### src/hdl/wdog_ta_regs.vh
`ifndef WDOG_TA_REGS_VH
`define WDOG_TA_REGS_VH

// Register offsets on the core's register port
`define CLK_WD_PERIOD_ADDR 8'h8e
`define UNLOCK_KEY_ADDR    8'hc7
`define WD_PF_CTRL_ADDR    8'hd8
`define EXT_IRQ_EN_ADDR    8'he8
`define EXT_IRQ_FLAG_ADDR  8'h91
`define ROM_SIZE_ADDR      8'hc2

// Field positions
`define PERIOD_SEL_HI      7
`define PERIOD_SEL_LO      6
`define POR_FLAG_BIT       6
`define PF_IRQ_EN_BIT      5
`define PF_FLAG_BIT        4
`define WD_IRQ_FLAG_BIT    3
`define WD_RST_FLAG_BIT    2
`define WD_RST_EN_BIT      1
`define WD_RESTART_BIT     0
`define WD_IRQ_EN_BIT      4
`define BANDGAP_BIT        0

// Reset values
`define CLK_WD_PERIOD_RST  8'h00
`define EXT_IRQ_EN_RST     8'h00
`define ROM_SIZE_RST       3'h0

// Unlock sequence and window
`define UNLOCK_KEY_FIRST   8'haa
`define UNLOCK_KEY_SECOND  8'h55
`define UNLOCK_WINDOW      2'h3

// Timing counts in crystal clocks
`define WD_RESET_EXTRA     27'h0000200

// Interrupt vectors and natural priorities
`define SUPPLY_WARN_VECTOR 16'h0033
`define WD_TIMEOUT_VECTOR  16'h0063
`define SUPPLY_WARN_PRIO   4'h1
`define WD_TIMEOUT_PRIO    4'hd

`endif

### src/hdl/watchdog_timed_access.v
// Behaviour
// - Enabled supply warning makes the core vector to 0033h.
// - Control bit 5 arms the supply warning interrupt.
// - Supply warning sets control bit 4 always; stays until software clears.
// - Watchdog counter runs on every clock, needing no enable.
// - Period bits 7:6 pick 2^17, 2^20, 2^23 or 2^26 clocks.
// - After the interrupt count, 512 more clocks then the reset flag.
// - Interrupt flag bit 3 sets at interrupt count end.
// - Reset flag bit 2 sets on full expiry and is kept.
// - Bit 1 enables reset; full expiry then resets the CPU.
// - Writing one to bit 0 restarts the counter.
// - Enable bit 4 arms the timeout interrupt; vector 63h, priority 13.
// - Timeout interrupt wakes the core, independent of reset enable.
// - Supply warning interrupt outranks every other source.
// - Keys AAh then 55h at C7h open a three-cycle window.
// - Protected writes outside the window leave the bits unchanged.
// - Protection covers reset enable, restart, POR and watchdog interrupt flags, band-gap, ROM size.
// - Flag register bit 0 keeps band-gap on in stop; resets zero.
`include "wdog_ta_regs.vh"
`default_nettype none

module watchdog_timed_access #(
    parameter [26:0] TMO_SEL0 = 27'd131072,
    parameter [26:0] TMO_SEL1 = 27'd1048576,
    parameter [26:0] TMO_SEL2 = 27'd8388608,
    parameter [26:0] TMO_SEL3 = 27'd67108864
) (
    input  wire        CORE_CLK_I,
    input  wire        SYS_RST_I,
    input  wire [7:0]  SFR_ADDR_I,
    input  wire [7:0]  SFR_WDATA_I,
    input  wire        SFR_WR_I,
    input  wire        SFR_RD_I,
    input  wire        SUPPLY_LOW_I,
    output reg  [7:0]  SFR_RDATA_O,
    output wire        SUPPLY_WARNING_IRQ_O,
    output wire        WATCHDOG_TIMEOUT_IRQ_O,
    output wire        IRQ_REQ_O,
    output wire [15:0] IRQ_VECTOR_O,
    output wire [3:0]  IRQ_PRIO_O,
    output wire        WAKE_O,
    output reg         CPU_RESET_O,
    output wire        BANDGAP_KEEP_ON_O,
    output wire [2:0]  ROM_SIZE_O
);

    localparam [2:0] ST_IDLE = 3'b001;
    localparam [2:0] ST_KEY1 = 3'b010;
    localparam [2:0] ST_OPEN = 3'b100;

    reg [7:0]  period_ctrl_q;
    reg [7:0]  irq_en_q;
    reg        por_flag_q;
    reg        pf_irq_en_q;
    reg        pf_flag_q;
    reg        wd_irq_flag_q;
    reg        wd_rst_flag_q;
    reg        wd_rst_en_q;
    reg        bandgap_q;
    reg [2:0]  rom_size_q;
    reg [26:0] wd_cnt_q;
    reg [2:0]  ta_state_q;
    reg [2:0]  ta_state_d;
    reg [1:0]  ta_cnt_q;
    reg [1:0]  ta_cnt_d;

    function [26:0] tmo_len;
        input [1:0] sel;
        begin
            case (sel)
                2'b00:   tmo_len = TMO_SEL0;
                2'b01:   tmo_len = TMO_SEL1;
                2'b10:   tmo_len = TMO_SEL2;
                default: tmo_len = TMO_SEL3;
            endcase
        end
    endfunction

    function wr_hit;
        input [7:0] addr;
        begin
            wr_hit = SFR_WR_I && (SFR_ADDR_I == addr);
        end
    endfunction

    wire        ctrl_wr    = wr_hit(`WD_PF_CTRL_ADDR);
    wire        flag_wr    = wr_hit(`EXT_IRQ_FLAG_ADDR);
    wire        rom_wr     = wr_hit(`ROM_SIZE_ADDR);
    wire        key_wr     = wr_hit(`UNLOCK_KEY_ADDR);
    wire        unlocked   = (ta_state_q == ST_OPEN);
    wire        prot_wr    = ctrl_wr | flag_wr | rom_wr;
    wire [26:0] irq_point  = tmo_len(period_ctrl_q[`PERIOD_SEL_HI:
                                                   `PERIOD_SEL_LO]);
    wire [26:0] rst_point  = irq_point + `WD_RESET_EXTRA;
    wire        irq_hit    = (wd_cnt_q == irq_point);
    wire        expire     = (wd_cnt_q == rst_point);
    wire        restart    = unlocked && ctrl_wr
                             && SFR_WDATA_I[`WD_RESTART_BIT];

    // Unlock sequence; a wrong key falls back to the start
    always @* begin
        ta_state_d = ta_state_q;
        ta_cnt_d   = ta_cnt_q;
        case (ta_state_q)
            ST_IDLE: begin
                if (key_wr && SFR_WDATA_I == `UNLOCK_KEY_FIRST)
                    ta_state_d = ST_KEY1;
            end
            ST_KEY1: begin
                if (key_wr) begin
                    if (SFR_WDATA_I == `UNLOCK_KEY_SECOND) begin
                        ta_state_d = ST_OPEN;
                        ta_cnt_d   = `UNLOCK_WINDOW;
                    end else begin
                        ta_state_d = ST_IDLE;
                    end
                end else if (SFR_WR_I) begin
                    ta_state_d = ST_IDLE;
                end
            end
            ST_OPEN: begin
                if (prot_wr || ta_cnt_q == 2'h1) begin
                    ta_state_d = ST_IDLE;
                    ta_cnt_d   = 2'h0;
                end else begin
                    ta_cnt_d   = ta_cnt_q - 2'h1;
                end
                if (key_wr && SFR_WDATA_I == `UNLOCK_KEY_FIRST)
                    ta_state_d = ST_KEY1;
            end
            default: begin
                ta_state_d = ST_IDLE;
                ta_cnt_d   = 2'h0;
            end
        endcase
    end

    always @(posedge CORE_CLK_I or posedge SYS_RST_I) begin
        if (SYS_RST_I) begin
            ta_state_q <= ST_IDLE;
            ta_cnt_q   <= 2'h0;
        end else begin
            ta_state_q <= ta_state_d;
            ta_cnt_q   <= ta_cnt_d;
        end
    end

    // Counter never stops; only restart or expiry reloads it
    always @(posedge CORE_CLK_I or posedge SYS_RST_I) begin
        if (SYS_RST_I) begin
            wd_cnt_q    <= 27'h0;
            CPU_RESET_O <= 1'b0;
        end else begin
            CPU_RESET_O <= expire && wd_rst_en_q;
            if (restart || expire)
                wd_cnt_q <= 27'h0;
            else
                wd_cnt_q <= wd_cnt_q + 27'h1;
        end
    end

    always @(posedge CORE_CLK_I or posedge SYS_RST_I) begin
        if (SYS_RST_I) begin
            period_ctrl_q <= `CLK_WD_PERIOD_RST;
            irq_en_q      <= `EXT_IRQ_EN_RST;
            por_flag_q    <= 1'b1;
            pf_irq_en_q   <= 1'b0;
            pf_flag_q     <= 1'b0;
            wd_irq_flag_q <= 1'b0;
            wd_rst_flag_q <= 1'b0;
            wd_rst_en_q   <= 1'b0;
            bandgap_q     <= 1'b0;
            rom_size_q    <= `ROM_SIZE_RST;
        end else begin
            if (wr_hit(`CLK_WD_PERIOD_ADDR))
                period_ctrl_q <= SFR_WDATA_I;
            if (wr_hit(`EXT_IRQ_EN_ADDR))
                irq_en_q <= SFR_WDATA_I;
            if (ctrl_wr) begin
                pf_irq_en_q <= SFR_WDATA_I[`PF_IRQ_EN_BIT];
                if (!SFR_WDATA_I[`PF_FLAG_BIT])
                    pf_flag_q <= 1'b0;
                if (!SFR_WDATA_I[`WD_RST_FLAG_BIT])
                    wd_rst_flag_q <= 1'b0;
            end
            // Protected bits move only inside the window
            if (ctrl_wr && unlocked) begin
                por_flag_q    <= SFR_WDATA_I[`POR_FLAG_BIT];
                wd_irq_flag_q <= SFR_WDATA_I[`WD_IRQ_FLAG_BIT];
                wd_rst_en_q   <= SFR_WDATA_I[`WD_RST_EN_BIT];
            end
            if (flag_wr && unlocked)
                bandgap_q <= SFR_WDATA_I[`BANDGAP_BIT];
            if (rom_wr && unlocked)
                rom_size_q <= SFR_WDATA_I[2:0];
            // Hardware sets last so an event beats a clear
            if (SUPPLY_LOW_I)
                pf_flag_q <= 1'b1;
            if (irq_hit)
                wd_irq_flag_q <= 1'b1;
            if (expire)
                wd_rst_flag_q <= 1'b1;
        end
    end

    always @(posedge CORE_CLK_I or posedge SYS_RST_I) begin
        if (SYS_RST_I) begin
            SFR_RDATA_O <= 8'h00;
        end else if (SFR_RD_I) begin
            case (SFR_ADDR_I)
                `CLK_WD_PERIOD_ADDR: SFR_RDATA_O <= period_ctrl_q;
                `EXT_IRQ_EN_ADDR:    SFR_RDATA_O <= irq_en_q;
                `WD_PF_CTRL_ADDR:    SFR_RDATA_O <= {1'b0, por_flag_q,
                                                     pf_irq_en_q, pf_flag_q,
                                                     wd_irq_flag_q,
                                                     wd_rst_flag_q,
                                                     wd_rst_en_q, 1'b0};
                `EXT_IRQ_FLAG_ADDR:  SFR_RDATA_O <= {7'h00, bandgap_q};
                `ROM_SIZE_ADDR:      SFR_RDATA_O <= {5'h00, rom_size_q};
                default:             SFR_RDATA_O <= 8'h00;
            endcase
        end
    end

    assign SUPPLY_WARNING_IRQ_O   = pf_irq_en_q && pf_flag_q;
    assign WATCHDOG_TIMEOUT_IRQ_O = irq_en_q[`WD_IRQ_EN_BIT]
                                    && wd_irq_flag_q;
    assign IRQ_REQ_O    = SUPPLY_WARNING_IRQ_O | WATCHDOG_TIMEOUT_IRQ_O;
    // Supply warning always wins the vector
    assign IRQ_VECTOR_O = SUPPLY_WARNING_IRQ_O ? `SUPPLY_WARN_VECTOR
                                               : `WD_TIMEOUT_VECTOR;
    assign IRQ_PRIO_O   = SUPPLY_WARNING_IRQ_O ? `SUPPLY_WARN_PRIO
                                               : `WD_TIMEOUT_PRIO;
    // Wake ignores the reset enable on purpose
    assign WAKE_O            = IRQ_REQ_O;
    assign BANDGAP_KEEP_ON_O = bandgap_q;
    assign ROM_SIZE_O        = rom_size_q;

endmodule // watchdog_timed_access

`default_nettype wire

### config.mk
export PLATFORM = sky130hd
export DESIGN_NAME = watchdog_timed_access
export DESIGN_NICKNAME = d
export VERILOG_FILES = /design/src/hdl/watchdog_timed_access.v
export VERILOG_INCLUDE_DIRS = /design/src /design/src/hdl
export SDC_FILE = /design/constraint.sdc
export NUM_CORES = 1
export LEC_CHECK = 0
export ABC_AREA = 1
export BUFFER_PORTS_ARGS = -buffer_cell sky130_fd_sc_hd__buf_2
export CAP_MARGIN = 10
export CORE_AREA = 2 2 91 93
export CTS_BUF_LIST = sky130_fd_sc_hd__clkbuf_8 sky130_fd_sc_hd__clkbuf_16
export DETAILED_ROUTE_END_ITERATION = 8
export DIE_AREA = 0 0 93 95
export GPL_TIMING_DRIVEN = 0
export PLACE_DENSITY_LB_ADDON = 0.12
export SETUP_SLACK_MARGIN = 0.4
export SYNTH_ARGS = -nofsm -noshare
export SYNTH_HDL_FRONTEND = slang
export SYNTH_SLANG_ARGS = --single-unit
### constraint.sdc
create_clock -name CORE_CLK_I -period 2.6 [get_ports CORE_CLK_I]
set_input_delay 0.78 -clock CORE_CLK_I [delete_from_list [all_inputs] [get_ports CORE_CLK_I]]
set_output_delay 0.78 -clock CORE_CLK_I [all_outputs]
set_load 0.01 [all_outputs]
==> flow_results.org <==
** Status
- The run finished with clean final reports.

** Synthesis
- After synthesis the netlist holds a flip-flop and latch count of 67.
- Post-synthesis area per instance :: 7.39 sq um
- The synthesized netlist contains 36 unique library cells.
- Among all flip-flop cells after synthesis, the most frequent one is dfrtp_1.
- Register area share after synthesis :: 0.423
- Post-Synthesis Cell Area :: 0.00397 sq mm
- Commonest cells post-synth :: nand2_1, nor2_1, inv_1, dfrtp_1, nand3_1
- Yosys mapped a number of flops with a built-in enable equal to 0.
- Of all cell types, the one taking the most synthesized area is dfrtp_1.
- Synth top area cells :: dfrtp_1, nand2_1, nor2_1
- Yosys top cell area share :: 0.410
- After technology mapping, the gate count stands at 537.
- Number of synthesis warnings :: 0
- Share of synthesized registers carrying an async set or reset :: 1.00
- nand2_1 is the most common cell in the netlist.

** CTS
- H-Tree Level Count :: 3
- Clock-pin slew was measured on the worst setup and hold paths at 0.08 ns.
- Postcts setup bufs :: 0
- TritonCTS built the clock tree.
- The number of gates resized after CTS was 0.
- Number of buffers added by the clock tree synthesis step :: 9
- Buffer levels on the longest clock path :: 2
- Total clock sinks :: 67
- Latest clock arrival within the worst-skew pair :: 0.35 ns
- CTS hold repair buffers :: 0
- Root Buffer Master :: clkbuf_8

** Power and ir drop
- Maximum ir drop on the vdd rail :: 0.486 mV
- Power spread over the standard cell area amounts to 536 mW/mm^2.
- For this design the static power due to leakage is 2.32 nW.

** Floorplan
- Starting density of the core :: 0.500
- Measured along the x axis, the die boundary spans 93 um.
- After floorplanning, the core was sized to cover 0.00793 sq mm.
- Row count :: 33
- Boundary Pins :: 58
- From bottom edge to top edge, the die measures 95 um.
- Die ar. :: 0.00884 sq mm

** Global route
- Global routing finished with a remaining overflow of 0.
- Entering global routing, the biggest net connects 40 pins.
- Initial antenna violation count :: 0
- Aggregate global-route resource usage :: 0.216
- The first global-routing pass estimated 14800 um of wire.
- The via count of the first global-routing pass came to 3190.

** Route
- Number of nets still failing antenna checks after routing :: 0
- Initial drt markers :: 140
- Per-cell routed wire length :: 12.3 um
- Vias :: 3469
- The first detailed-routing pass took 4 iterations.
- Dividing the detail-routed via count by the number of cells gives 4.87.
- The routed design has 8750 um of wire.
- For this run, design rule violations remaining after detail routing come to 0.

** Place
- OpenSTA, run right after detailed placement, puts the worst setup slack at 0.491 ns.
- At the end of routability-driven placement, the weighted congestion stood at 0.882.
- Detailed-placement wirelength estimate :: 6670 um
- # port buffers :: 40
- After detailed placement, the total cell area comes to 0.00438 sq mm.
- Number of placed instances, taps included :: 697

** Worst setup path
- Required time at the endpoint of the critical path :: 1.82 ns
- Critical path fanouts, max :: 5
- Kind of start point of the critical path :: register
- Data arrival time at the worst-slack endpoint :: 1.24 ns
- Startpoint-to-endpoint class of the critical path :: reg -> out
- The worst setup path is captured at a primary output.

** STA
- Post-Route Hold Slack :: 0.477 ns
- Setup repair after global routing left no endpoint under its margin.
- Summed over all failing endpoints, the final setup total negative slack is 0 ns.
- Min Clock Period, post-route :: 2.02 ns
- After layout, the worst setup slack is 0.579 ns.
- Of the available clock period, the critical path in the final layout requires 0.777.
- Final setup violation count :: 0
- Final Hold Viols :: 0
- For the final database, setup skew stands at 0.0142 ns.
- Headroom to the max-slew limit came out at 0.564.
- Static timing analysis puts the maximum clock frequency at 0.495 GHz.
- Tightest Pin Transition :: 0.652 ns
- The final-report max-slew violation count is 0.

** Hold path
- The worst hold path belongs to the class reg -> reg.

** Cells and area
- Excluding fillers, the count of instances in the completed layout stands at 713.
- Of the cells placed in the final design, the portion with a size suffix greater than 1 is 0.197.
- Area growth, synth to finish :: 16.0%
- Ant. Diodes :: 0
- Finished layout cell area :: 0.00460 sq mm
- The filler cells instantiated in the layout total 757.
- Number of nets in the finished design :: 627

** Run
- The tool flagged a number of max-cap violations equal to 0.
[per-stage QoR]
step,util,power [mW]
2_1_floorplan,-,1.40
3_3_place_gp,0.549,1.47
3_5_place_dp,0.552,1.49
4_1_cts,0.580,2.49
5_1_grt,0.580,2.59
6_report,0.580,2.46
[power breakdown]
group	total, mW	switching (mW)	internal, mW	leakage, nW
Clock	0.994	0.428	0.566	0.108
Combinational	0.343	0.214	0.129	1.36
Sequential	1.13	0.0298	1.10	0.854
Total	2.46	0.671	1.79	2.32
[kinds of logic after synthesis]
| kind of cell | share of synthesized area |
|---|---|
| XOR/XNOR | 0.0287 |
| adder cells (fa/ha/maj) | 0.00946 |
| other | 0.00189 |
| AO/OA/AOI/OAI | 0.0587 |
| AND/OR/NAND/NOR | 0.353 |
| flip-flops | 0.423 |
| multiplexers | 0.00851 |
| buffers and inverters | 0.117 |
[registers in the layout, summed over array words and instances (netlist names)]
register,cells
wd_rst_en_q,1
period_ctrl_q,8
pf_flag_q,1
CPU_RESET_O,1
ta_state_q,3
wd_irq_flag_q,1
wd_cnt_q,27
por_flag_q,1
pf_irq_en_q,1
ROM_SIZE_O,3
irq_en_q,8
ta_cnt_q,2
wd_rst_flag_q,1
BANDGAP_KEEP_ON_O,1
SFR_RDATA_O,8
[critical path, stage by stage (launching register included)]
cell     delay, ns
dfrtp_1       0.40
nand2_1       0.15
nand2_1       0.08
buf_4         0.13
buf_2         0.13
[path summary, 6_finish.rpt]
kind,slack [ns],end,cells past startpoint,startpoint
min in group asynchronous,0.52,SFR_RDATA_O[7],2,SYS_RST_I
worst max-delay path,0.58,WAKE_O,4,pf_irq_en_q
worst min-delay path,0.48,por_flag_q,2,por_flag_q
worst max register to register,0.94,wd_cnt_q[18],7,wd_cnt_q[0]
max in group asynchronous,1.42,ta_state_q[0],3,SYS_RST_I
worst min register to register,0.48,por_flag_q,2,por_flag_q
[layout make-up]
| type | instances | area, sq um | area share |
|---|---|---|---|
| plain buffers | 26 | 200 | 0.0435 |
| well taps | 105 | 131 | 0.0285 |
| inverters | 70 | 267 | 0.0579 |
| clock buffers | 10 | 138 | 0.0299 |
| clock inverters | 6 | 88.8 | 0.0193 |
| flip-flops and latches | 67 | 1680 | 0.365 |
| multi-input cells | 388 | 1880 | 0.408 |
| repair buffers | 41 | 220 | 0.0479 |
[layout by cell type, fill, tap and decap left out, types with 3 or more instances in the layout]
cell type,synthesis,routed
nand4_1,9,9
conb_1,2,16
inv_1,68,67
buf_2,1,41
clkinvlp_4,0,3
o21ai_0,24,24
ha_1,3,3
dfrtp_1,65,65
xnor2_1,3,3
nor3_2,3,3
nor2_4,6,6
nor3_1,9,9
nand2_1,158,158
xor2_1,10,10
mux2_2,3,3
clkbuf_8,0,10
nand2_2,6,6
buf_6,3,3
buf_4,21,21
nor2_2,10,10
o21a_1,5,5
nand3_1,33,33
o21ai_1,5,5
a21oi_1,3,3
nor2_1,69,69
[routing by layer]
layer / up-vias / global-route usage / wire (um) / part of all wire
li1: 1772 / - / - / -
met5: - / 0 / 0 / 0
met4: 0 / 0.0870 / 152 / 0.017
met3: 16 / 0.0407 / 466 / 0.053
met1: 1591 / 0.313 / 4250 / 0.49
met2: 90 / 0.319 / 3880 / 0.44
No activity file was read; power rests on OpenSTA's default activity.
